--- src/hw/asf_consts.svh ---
`ifndef ASF_CONSTS_SVH
`define ASF_CONSTS_SVH

// register byte offsets
`define ASF_OFF_AUDIO_CONTROL  8'h00
`define ASF_OFF_DATA           8'h04
`define ASF_OFF_STATUS         8'h08
`define ASF_OFF_PRESCALE       8'h0C

// audio_control_register fields
`define ASF_CTL_ENABLE          0
`define ASF_CTL_STANDARD_SELECT 1
`define ASF_CTL_DATA_LENGTH     3
`define ASF_CTL_CHANNEL_LENGTH  5
`define ASF_CTL_CLOCK_POLARITY  6
`define ASF_CTL_PCM_SYNC_MODE   7
`define ASF_CTL_MASTER          8
`define ASF_CTL_TRANSMIT        9
`define ASF_CTL_MCLK_ENABLE     10
`define ASF_CTL_WIDTH           11

// data_length_field encodings
`define ASF_DTL_16 2'h0
`define ASF_DTL_24 2'h1
`define ASF_DTL_32 2'h2

// status register fields
`define ASF_ST_TX_EMPTY  0
`define ASF_ST_RX_FULL   1
`define ASF_ST_CHANNEL   2
`define ASF_ST_OVERRUN   3
`define ASF_ST_BUSY      4

// reset values
`define ASF_CTL_RST       11'h000
`define ASF_PRESCALE_RST  8'h03

// timing: master clock per sample, long sync width in bits
`define ASF_MCK_PER_FRAME  256
`define ASF_LONG_SYNC_BITS 13
// master clock ticks per bit clock half period
`define ASF_BCK_TICKS16 (`ASF_MCK_PER_FRAME / (2 * 16))
`define ASF_BCK_TICKS32 (`ASF_MCK_PER_FRAME / (2 * 32))

`endif

--- src/hw/asf_pkg.sv ---
package asf_pkg;

  typedef enum logic [1:0] {
    ASF_STD_CLASSIC = 2'h0,
    ASF_STD_MSBJ    = 2'h1,
    ASF_STD_LSBJ    = 2'h2,
    ASF_STD_PCM     = 2'h3
  } asf_std_t;

  typedef struct packed {
    logic serial_bit_clock;
    logic word_select;
    logic serial_data_line;
  } asf_pin_in_t;

  typedef struct packed {
    logic master_clock_out;
    logic master_clock_oe;
    logic serial_bit_clock;
    logic serial_bit_clock_oe;
    logic word_select;
    logic word_select_oe;
    logic serial_data_line;
    logic serial_data_line_oe;
  } asf_pin_out_t;

  typedef struct packed {
    logic [10:0] audio_control_register;
    logic [7:0]  prescale;
    logic [15:0] txbuf;
    logic [15:0] rxbuf;
    logic [15:0] txsh;
    logic [15:0] rxsh;
    logic        transmit_empty_flag;
    logic        receive_not_empty_flag;
    logic        channel_side_flag;
    logic        overrun;
    logic [7:0]  divcnt;
    logic [2:0]  tick;
    logic        mck;
    logic        lck;
    logic [2:0]  cks;
    logic [1:0]  wss;
    logic [1:0]  sds;
    logic [5:0]  pos;
    logic        started;
    logic        wsprev;
    logic        ck_o;
    logic        ck_oe;
    logic        ws_o;
    logic        ws_oe;
    logic        sd_o;
    logic        sd_oe;
    logic        mck_oe;
    logic        pready;
    logic        pslverr;
    logic [31:0] prdata;
  } asf_state_t;

endpackage

--- src/hw/asf_top.sv ---
`timescale 1ns/1ns
`include "asf_consts.svh"

module asf_top (
  input  logic                 pclk,
  input  logic                 presetn,
  input  logic                 psel,
  input  logic                 penable,
  input  logic                 pwrite,
  input  logic [7:0]           paddr,
  input  logic [31:0]          pwdata,
  output logic [31:0]          prdata,
  output logic                 pready,
  output logic                 pslverr,
  input  asf_pkg::asf_pin_in_t pin_i,
  output asf_pkg::asf_pin_out_t pin_o
);
  import asf_pkg::*;

  localparam logic [2:0] TMAX16 = 3'(`ASF_BCK_TICKS16 - 1);
  localparam logic [2:0] TMAX32 = 3'(`ASF_BCK_TICKS32 - 1);
  localparam logic [4:0] LSYNC  = 5'(`ASF_LONG_SYNC_BITS);

  asf_state_t st_r;
  asf_state_t st_nxt;

  logic       en, mstr, txm, cl32, cpol, pcm, lsb, pcml, d16, d24;
  asf_std_t   stdsel;
  logic [1:0] dtl;
  logic [5:0] clen, last, np, np1, fpos, cpos;
  logic [4:0] nidx, cidx;
  logic       nchan, cchan, tw, bt, rise_e, fall_e, launch, capture;
  logic       wsc, algn, rxload, done;
  logic [31:0] rdata;

  // channel of a frame slot
  function automatic logic chan_f(input logic [5:0] p, input logic c32);
    return c32 ? p[5] : p[4];
  endfunction

  // bit index inside the channel slot
  function automatic logic [4:0] idx_f(input logic [5:0] p, input logic c32);
    return c32 ? p[4:0] : {1'b0, p[3:0]};
  endfunction

  // whether a channel half-word comes from / goes to the data buffer
  function automatic logic src_f(input logic h, input logic c32, input logic s16,
                                 input logic lj);
    if (!c32) begin
      return !h;
    end else if (s16) begin
      return lj ? h : !h;
    end
    return 1'b1;
  endfunction

  // data window inside the channel slot
  function automatic logic win_f(input logic [4:0] i, input logic c32, input logic s24,
                                 input logic lj);
    if (c32 && s24) begin
      return lj ? (i >= 5'h08) : (i < 5'h18);
    end
    return 1'b1;
  endfunction

  // configuration decode
  assign en     = st_r.audio_control_register[`ASF_CTL_ENABLE];
  assign stdsel = asf_std_t'(st_r.audio_control_register[`ASF_CTL_STANDARD_SELECT +: 2]);
  assign dtl    = st_r.audio_control_register[`ASF_CTL_DATA_LENGTH +: 2];
  assign cl32   = st_r.audio_control_register[`ASF_CTL_CHANNEL_LENGTH];
  assign cpol   = st_r.audio_control_register[`ASF_CTL_CLOCK_POLARITY];
  assign pcml   = st_r.audio_control_register[`ASF_CTL_PCM_SYNC_MODE];
  assign mstr   = st_r.audio_control_register[`ASF_CTL_MASTER];
  assign txm    = st_r.audio_control_register[`ASF_CTL_TRANSMIT];
  assign pcm    = (stdsel == ASF_STD_PCM);
  assign lsb    = (stdsel == ASF_STD_LSBJ);
  assign d24    = (dtl == `ASF_DTL_24);
  assign d16    = !d24 && (dtl != `ASF_DTL_32);
  assign clen   = cl32 ? 6'h20 : 6'h10;
  assign last   = cl32 ? 6'h3F : 6'h1F;

  // master clock tick and bit clock toggle
  assign tw = en && mstr && (st_r.divcnt == st_r.prescale);
  assign bt = tw && (st_r.tick == (cl32 ? TMAX32 : TMAX16));

  // logical bit clock edges, master or slave
  always_comb begin
    if (mstr) begin
      rise_e = en && bt && !st_r.lck;
      fall_e = en && bt && st_r.lck;
    end else begin
      rise_e = en && ((st_r.cks[1] ^ cpol) && !(st_r.cks[2] ^ cpol));
      fall_e = en && (!(st_r.cks[1] ^ cpol) && (st_r.cks[2] ^ cpol));
    end
  end
  assign launch  = pcm ? rise_e : fall_e;
  assign capture = pcm ? fall_e : rise_e;

  // next slot for launch
  assign np    = (st_r.pos == last) ? 6'h00 : 6'(st_r.pos + 6'h01);
  assign np1   = (np == last) ? 6'h00 : 6'(np + 6'h01);
  assign nidx  = idx_f(np, cl32);
  assign nchan = chan_f(np, cl32);

  // slave alignment on word_select at capture
  assign wsc  = st_r.wss[1];
  always_comb begin
    if (pcm) begin
      algn = !mstr && wsc && !st_r.wsprev;
      fpos = pcml ? 6'h00 : 6'(clen - 6'h01);
    end else begin
      algn = !mstr && (wsc != st_r.wsprev) && (st_r.started || !wsc);
      if (stdsel == ASF_STD_CLASSIC) begin
        fpos = wsc ? 6'(clen - 6'h01) : last;
      end else begin
        fpos = wsc ? clen : 6'h00;
      end
    end
  end
  assign cpos   = algn ? fpos : st_r.pos;
  assign cidx   = idx_f(cpos, cl32);
  assign cchan  = chan_f(cpos, cl32);
  assign rxload = capture && (algn || st_r.started) && !txm && (cidx[3:0] == 4'hF)
                  && src_f(cidx[4], cl32, d16, lsb) && !st_r.receive_not_empty_flag;

  // APB read mux and completion
  assign done = psel && penable && st_r.pready;
  always_comb begin
    case (paddr)
      `ASF_OFF_AUDIO_CONTROL: rdata = {21'h0, st_r.audio_control_register};
      `ASF_OFF_DATA:          rdata = {16'h0, st_r.rxbuf};
      `ASF_OFF_STATUS:        rdata = {27'h0, st_r.started, st_r.overrun,
                                       st_r.channel_side_flag,
                                       st_r.receive_not_empty_flag,
                                       st_r.transmit_empty_flag};
      `ASF_OFF_PRESCALE:      rdata = {24'h0, st_r.prescale};
      default:                rdata = 32'h0;
    endcase
  end

  // next state
  always_comb begin
    logic [15:0] v;
    logic        b;
    v = 16'h0;
    b = 1'b0;
    st_nxt = st_r;
    st_nxt.cks = {st_r.cks[1:0], pin_i.serial_bit_clock};
    st_nxt.wss = {st_r.wss[0], pin_i.word_select};
    st_nxt.sds = {st_r.sds[0], pin_i.serial_data_line};
    // bus answer one cycle into the access phase
    st_nxt.pready = 1'b0;
    if (psel && penable && !st_r.pready) begin
      st_nxt.pready  = 1'b1;
      st_nxt.pslverr = (paddr != `ASF_OFF_AUDIO_CONTROL) && (paddr != `ASF_OFF_DATA) &&
                       (paddr != `ASF_OFF_STATUS) && (paddr != `ASF_OFF_PRESCALE);
      st_nxt.prdata  = rdata;
    end
    if (done && pwrite) begin
      case (paddr)
        `ASF_OFF_AUDIO_CONTROL: st_nxt.audio_control_register = pwdata[10:0];
        `ASF_OFF_STATUS:        if (pwdata[`ASF_ST_OVERRUN]) st_nxt.overrun = 1'b0;
        `ASF_OFF_PRESCALE:      st_nxt.prescale = pwdata[7:0];
        default:                st_nxt.prescale = st_nxt.prescale;
      endcase
    end
    if (done && !pwrite && (paddr == `ASF_OFF_DATA)) begin
      st_nxt.receive_not_empty_flag = 1'b0;
    end
    // master clock divider and bit clock generator
    if (en && mstr) begin
      if (tw) begin
        st_nxt.divcnt = 8'h00;
        st_nxt.mck    = !st_r.mck;
        st_nxt.tick   = bt ? 3'h0 : 3'(st_r.tick + 3'h1);
        st_nxt.lck    = bt ? !st_r.lck : st_r.lck;
      end else begin
        st_nxt.divcnt = 8'(st_r.divcnt + 8'h01);
      end
    end else begin
      st_nxt.divcnt = 8'h00;
      st_nxt.mck    = 1'b0;
      st_nxt.tick   = 3'h0;
      st_nxt.lck    = 1'b0;
    end
    // disabled: frame restarts, channel flag back to left
    // slot 6'h3F wraps to slot 0 for either channel length, so the first
    // launch opens the left channel even when the length changes with enable
    if (!en) begin
      st_nxt.pos               = 6'h3F;
      st_nxt.started           = 1'b0;
      st_nxt.channel_side_flag = 1'b0;
      st_nxt.wsprev            = wsc; // follows the idle line, no false edge
      st_nxt.ws_o              = 1'b0;
      st_nxt.sd_o              = 1'b0;
    end
    // capture edge: sample word_select and data
    if (capture) begin
      st_nxt.wsprev = wsc;
      st_nxt.pos    = cpos;
      if (algn) begin
        st_nxt.started = 1'b1;
      end
      if ((algn || st_r.started) && !txm) begin
        b = st_r.sds[1] && win_f(cidx, cl32, d24, lsb);
        st_nxt.rxsh = {st_r.rxsh[14:0], b};
        if ((cidx[3:0] == 4'hF) && src_f(cidx[4], cl32, d16, lsb)) begin
          if (st_r.receive_not_empty_flag) begin
            st_nxt.overrun = 1'b1;
          end else begin
            st_nxt.rxbuf                  = {st_r.rxsh[14:0], b};
            st_nxt.receive_not_empty_flag = 1'b1;
            st_nxt.channel_side_flag      = pcm ? 1'b0 : cchan;
          end
        end
      end
    end
    // launch edge: next slot, word_select and data out
    if (launch && (mstr || st_r.started)) begin
      st_nxt.started = 1'b1;
      st_nxt.pos     = np;
      if (mstr) begin
        case (stdsel)
          ASF_STD_CLASSIC: st_nxt.ws_o = chan_f(np1, cl32);
          ASF_STD_PCM:     st_nxt.ws_o = pcml ? (nidx < LSYNC) :
                                         (nidx == 5'(clen - 6'h01));
          default:         st_nxt.ws_o = nchan;
        endcase
      end
      if (txm) begin
        if (nidx[3:0] == 4'h0) begin
          if (src_f(nidx[4], cl32, d16, lsb)) begin
            v = st_r.transmit_empty_flag ? 16'h0 : st_r.txbuf;
            st_nxt.transmit_empty_flag = 1'b1;
            if (!pcm) begin
              st_nxt.channel_side_flag = (d16 || nidx[4]) ? !nchan : nchan;
            end
          end else begin
            v = 16'h0;
          end
        end else begin
          v = st_r.txsh;
        end
        st_nxt.sd_o = v[15] && win_f(nidx, cl32, d24, lsb);
        st_nxt.txsh = {v[14:0], 1'b0};
      end
    end
    // pin drivers
    st_nxt.ck_o   = (mstr && en && st_nxt.lck) ^ cpol;
    st_nxt.ck_oe  = en && mstr;
    st_nxt.ws_oe  = en && mstr;
    st_nxt.sd_oe  = en && txm;
    st_nxt.mck_oe = en && mstr && st_r.audio_control_register[`ASF_CTL_MCLK_ENABLE];
    // a new write is never lost to a same-cycle buffer move
    if (done && pwrite && (paddr == `ASF_OFF_DATA)) begin
      st_nxt.txbuf               = pwdata[15:0];
      st_nxt.transmit_empty_flag = 1'b0;
    end
  end

  // state register
  always_ff @(posedge pclk or negedge presetn) begin
    if (!presetn) begin
      st_r                        <= '0;
      st_r.audio_control_register <= `ASF_CTL_RST;
      st_r.prescale               <= `ASF_PRESCALE_RST;
      st_r.transmit_empty_flag    <= 1'b1;
    end else begin
      st_r <= st_nxt;
    end
  end

  // outputs straight from flip-flops
  assign prdata                    = st_r.prdata;
  assign pready                    = st_r.pready;
  assign pslverr                   = st_r.pslverr;
  assign pin_o.master_clock_out    = st_r.mck;
  assign pin_o.master_clock_oe     = st_r.mck_oe;
  assign pin_o.serial_bit_clock    = st_r.ck_o;
  assign pin_o.serial_bit_clock_oe = st_r.ck_oe;
  assign pin_o.word_select         = st_r.ws_o;
  assign pin_o.word_select_oe      = st_r.ws_oe;
  assign pin_o.serial_data_line    = st_r.sd_o;
  assign pin_o.serial_data_line_oe = st_r.sd_oe;

  // helper: master clock ticks per bit clock period
  logic [4:0] mcnt_r;
  logic       mvld_r;
  always_ff @(posedge pclk or negedge presetn) begin
    if (!presetn) begin
      mcnt_r <= 5'h00;
      mvld_r <= 1'b0;
    end else if (!(en && mstr)) begin
      mcnt_r <= 5'h00;
      mvld_r <= 1'b0;
    end else if (rise_e) begin
      mcnt_r <= 5'h01;
      mvld_r <= 1'b1;
    end else if (tw) begin
      mcnt_r <= 5'(mcnt_r + 5'h01);
    end
  end
endmodule

--- config.mk ---
export PLATFORM = sky130hd
export DESIGN_NAME = asf_top
export DESIGN_NICKNAME = d
export VERILOG_FILES = /design/src/hw/asf_pkg.sv /design/src/hw/asf_top.sv
export VERILOG_INCLUDE_DIRS = /design/src /design/src/hw
export SDC_FILE = /design/constraint.sdc
export NUM_CORES = 1
export LEC_CHECK = 0
export BUFFER_PORTS_ARGS = -buffer_cell sky130_fd_sc_hd__buf_2
export CAP_MARGIN = 20
export CORE_ASPECT_RATIO = 1.1
export CORE_MARGIN = 4
export CORE_UTILIZATION = 25
export DETAILED_ROUTE_END_ITERATION = 8
export SKIP_CTS_REPAIR_TIMING = 1
export SYNTH_ARGS = -nofsm -noshare
export SYNTH_HDL_FRONTEND = slang
export SYNTH_SLANG_ARGS = --single-unit
--- constraint.sdc ---
create_clock -name pclk -period 2.6 [get_ports pclk]
set_input_delay 0.78 -clock pclk [delete_from_list [all_inputs] [get_ports pclk]]
set_output_delay 0.78 -clock pclk [all_outputs]
set_load 0.005 [all_outputs]
== Yosys cells after proc, flatten, opt, wreduce, memory -nomap -nowiden ==
Cells that the tools add are included.
Widths: inputs -> output; s select.
Word-level totals
  flip-flop bits (word level): 153
Cells by class
  add/sub/neg operators: 5
  order comparisons: 5
  equal/unequal tests: 20
  multiplexer cells: 102
  bitwise logic cells: 4
  reduce and logical (&&, ||, !) cells: 66
Operator list (number)
  $mux 16: 5
  $mux 1: 70
  $pmux 16 s4: 1
  $mux 6: 10
  $logic_and 1x1->1: 34
  $mux 34: 1
  $mux 8: 3
  $eq 8x4->1 const B: 2
  $ne 8x4->1 const B: 2
  $mux 3: 5
  $mux 5: 3
  $logic_not 1->1: 14
  $mux 13: 1
  $add 6x1->6 const B: 2
  $eq 6x6->1: 2
  $ge 5x4->1 const B: 2
  $lt 5x5->1 const B: 2
  $add 8x1->8 const B: 1
  $eq 8x3->1 const B: 1
  $eq 8x8->1: 1
  $logic_not 8->1: 1
  $ne 8x3->1 const B: 1
  $reduce_and 2->1: 4
  $reduce_and 4->1: 2
  other kinds (22): 32

== Depth between registers and ports, before layout ==
  word-level depth: 23
  gate-level depth with buffers: 11
  depth with buffers taken out: 9

== Worst setup path after synthesis ==
No wires, ideal clock.
  path type: register to register
  start point: register st_r[147] in the netlist's numbering
  end point: register st_r[116] in the netlist's numbering
  arrival time: 2458 ps
  data required time: 2475 ps
  slack: 18 ps
  stages on the path, launching flop included: 10
  clock period less this slack: 2582 ps
  cells stage by stage: dfrtp_1 -> ha_1 -> buf_2 -> nor3b_2 -> a2111oi_0 -> a2111oi_0 -> o311ai_1 -> nor4_2 -> buf_2 -> mux2_2
On the way
  word-level cells in the longest chain between the ends: 14
  elaborated cells on any way between the ends: 21
  classes of those cells: 3 x eq/ne; 12 x mux; 6 x reduce/logical
Ends and longest elaborated chain
  from (decl): line asf_top.sv:24  | asf_state_t st_r;
  from (signal assigned): line asf_top.sv:269  | st_r <= st_nxt;
  $logic_not 2->1: line asf_top.sv:113  | if (stdsel == ASF_STD_CLASSIC) begin
  $mux 6: line asf_top.sv:113
  $mux 6: line asf_top.sv:108  | if (pcm) begin
  $mux 6: line asf_top.sv:120  | assign cpos = algn ? fpos : st_r.pos;
  $mux 5: line asf_top.sv:43  | return c32 ? p[4:0] : {1'b0, p[3:0]};
  $logic_not 1->1: line asf_top.sv:50, asf_top.sv:52
  $mux 1: line asf_top.sv:52  | return lj ? h : !h;
  $mux 1
  $mux 1: line asf_top.sv:49  | if (!c32) begin
  $mux 1: line asf_top.sv:54  | return 1'b1;
  $mux 1: line asf_top.sv:204  | if ((algn || st_r.started) && !txm) begin
  $mux 1: line asf_top.sv:198  | if (capture) begin
  $logic_and 1x1->1: line asf_top.sv:207  | if ((cidx[3:0] == 4'hF) && src_f(cidx[4], cl32, d16, lsb)) begin
  $reduce_and 4->1 (no source line) *
Every way passes the cells marked *; elsewhere a longest branch is shown, timed or not. The select of a mux whose other input is x is not followed.
A chain may end at the register's enable or synchronous reset.

== Worst setup path in the final report ==
  start point: register st_r[146] in the netlist's numbering
  end point: register st_r[119] in the netlist's numbering
The elaborated chain is that of the path after synthesis.

==> flow_summary.toml <==
[clocking]
clkTransAtPathRegs_ns = 0.06
clock-sinks = 137
cts_tree = "yes"
insertion_delay_ns = 0.42
htreeDepth = 4
clock_path_buffers = 2
numCtsBuffers = 17
clock-root-buffer = "clkbuf_16"

[power]
power.net_switching_uw = 1060
p_int_uw = 3610
p_per_area_nw_per_um2 = 550
p_clk_frac = 0.503
ir_drop_v = 0.000416
power_frac_comb = 0.037
leakage_uw = 0.00399
switching_share = 0.228
p_seq_frac = 0.460

[sta]
holdWs_ns = 0.290
slew_headroom = 0.621
fmax_mhz = 380
drv_slew = 0
final-hold-violation-count = 0
worst_slew_pin_slew_ns = 0.563
fin_tns_setup_ns = -0.156
fin_crit_sh = 1.01
period_minus_slack_ns = 2.63
finalSetupViolations = 8
fin_skew_ns = 0.00808
worst_slack_ns = -0.0297
rsz0062_at_grt = "yes"

[setup_path]
crit_path_end_kind = "register"
worst_ep_arrival_time_ns = 2.93
slowest_stage = "dfrtp_1"
crit_required_ns = 2.90
slowest_delay_ns = 0.40
cp_common_cell = "buf_4"
reg2reg_depth = 11
r2r-end = "st_r[119]"
r2r_setup_slack_ns = -0.03
cp_max_fo = 9
startpoint = "st_r[146]"
r2r_start = "st_r[146]"
crit_type = "register to register"
crit_chain = "ha_4, buf_4, nand2_1, buf_4, o211ai_1, a211o_1, o311ai_4, nor4_4, buf_6, clkbuf_16, mux2_4"
crit_path_start_kind = "register"

[route]
vias = 4936
route.detailed.drc = 0
drt-wirelength-per-cell_um = 15.7
detail-route-antenna-nets = 0
vias_per_cell = 4.61
drt_iter0_markers = 324
wl_mm = 16.8
dr.pass1.iters = 4

[die]
coreArea_um2 = 27000
dieHeight_um = 182
rows = 63
io_pins = 90
initial_core_util = 0.254
die_w_um = 166
dieArea_um2 = 30100

[yosys]
syn_area_um2 = 6840
synthCells = 617
synth_edf_count = 0
synth-xor-area-share = 0.0294
synth-simple-area-share = 0.122
synth_compound_area_frac = 0.121
synth_mux_area_frac = 0.134
yosys_warnings = 0
synth_cell_type_count = 68
synth-adder-area-share = 0.0165
yosysSeqAreaShare = 0.502
synth_seq_cells = 137
synth_ff_type = "dfrtp_1"
synth_top_family_by_area = "multiplexers"
async_flop_share = 1.00
synth_area_per_cell_um2 = 11.1

[layout]
n_antenna_cell = 0
layout_common_cells = "dfrtp_1, buf_2, nand2_1"
area_growth_pct = 24.3
fin_nets = 758
fill_cells = 2729
layout_commonest_cell = "dfrtp_1"
drive_above_1_share = 0.349

[global_routing]
grt_max_degree = 52
gr-total-overflow = 0
grt_use_total = 0.109
grt_pass1_wl_mm = 26.4
grt_pass1_vias = 4881
grt_antenna_before_repair = 0

[placed_design]
hpwl_mm = 11.8
io_buffers = 57
place_congestion = 0.849

[run_status]
violations = "negative setup slack"
status = "finished with violations"

[hold_path]
hold_path_class = "input pin to async pin"

[job]
max_cap_viol_count = 0
[power by group through the flow]
| stage | clock (uW) | combinational [uW] | sequential [uW] |
|---|---|---|---|
| after floorplan | 0 | 78.5 | 2190 |
| after global placement | 0 | 169 | 2190 |
| after detailed placement | 0 | 169 | 2190 |
| after CTS | 2410 | 170 | 2150 |
| after global routing | 2500 | 195 | 2150 |
| final | 2360 | 172 | 2150 |
[through the flow]
stage               total power, uW  cell area [um^2]  instances  utilization  setup WS (ns)
finish                         4680              8510       1070        0.316        -0.0297
CTS                            4730              8200       1059        0.304         -0.156
global route                   4850              8510       1070        0.316         -0.130
global placement               2360              7630       1028        0.283        -0.0440
detailed placement             2360              7630       1028        0.283         -0.132
floorplan                      2270              6900        632            -         0.0175
[flip-flops by register name (all words and copies together), names as in the netlist]
name,flops
cpol,1
cl32,1
dtl,2
st_nxt,4
prdata,16
pready,1
st_r,101
en,1
pslverr,1
mstr,1
pcml,1
pin_o,7
[metal layers]
| layer | part of all wire | track usage |
|---|---|---|
| met3 | 0.035 | 0.0248 |
| met2 | 0.50 | 0.191 |
| met4 | 0.032 | 0.0432 |
| met1 | 0.43 | 0.130 |
| met5 | 0 | 0 |
[cell families after synthesis]
group	Yosys count
compound gates	121
xor+xnor	23
fa+ha+maj	9
buf+inv	87
flops	137
mux	77
other cells	1
simple gates	162
[worst max path at each step]
stage | end | cells past startpoint | slack, ns
floorplan | st_r[116] | 9 | 0.02
global placement | st_r[116] | 8 | -0.04
detailed placement | st_r[117] | 8 | -0.13
CTS | st_r[113] | 8 | -0.16
global route | st_r[119] | 11 | -0.13
finish | st_r[119] | 11 | -0.03
[synthesized netlist by cell type, types with 2 or more instances]
library cell  instances  area [um^2]
inv_1                20         75.1
a31o_2                2         17.5
xnor2_1              14          123
mux2_2               65          732
ha_1                  9          113
nor4b_1               2         17.5
a22oi_1              14          105
a21o_1                2         15.0
or2_2                 5         31.3
o31ai_1               4         30.0
xor2_1                9         78.8
dfstp_2               3         78.8
clkbuf_1             17         63.8
a2111oi_0             2         17.5
and3b_1               3         26.3
nor3_1                6         30.0
nor2b_1               3         18.8
or3_1                 6         37.5
o21a_1                3         22.5
o21bai_1              2         15.0
a31oi_1               2         12.5
buf_2                 5         25.0
buf_4                42          315
a21oi_1              11         55.1
nor4_1                3         18.8
and3_1                6         37.5
nand4_1              11         68.8
nor2_1               30          113
dfrtp_1             134         3350
nand2b_1              3         18.8
o2bb2ai_1             2         17.5
o22ai_1               4         25.0
mux2i_1               7         70.1
nand3_1              16         80.1
nand4b_1              2         17.5
mux4_2                5          113
and2_1                3         18.8
nand2_1              53          199
a22o_1               14          123
a211oi_1              4         30.0
o21ai_0              40          200
nor3b_1               3         22.5
[critical path: cells and delay by family, from the launching register on]
family | cells | cell delay (ns)
AO/OA/AOI/OAI | 3 | 0.54
adder cells (fa/ha/maj) | 1 | 0.19
buffers and inverters | 4 | 0.67
flip-flops | 1 | 0.40
multiplexers | 1 | 0.30
AND/OR/NAND/NOR | 2 | 0.41
[layout make-up]
type                       count  area [um^2]  area share
multi-input combinational    408         3130       0.368
tap                          357          447      0.0525
clock inverter                14          150      0.0177
clock buffer                  17          425      0.0500
inverter                      20         80.1     0.00941
sequential                   137         3430       0.404
timing repair buffer         117          842      0.0990
(Power assumes the default switching activity.)
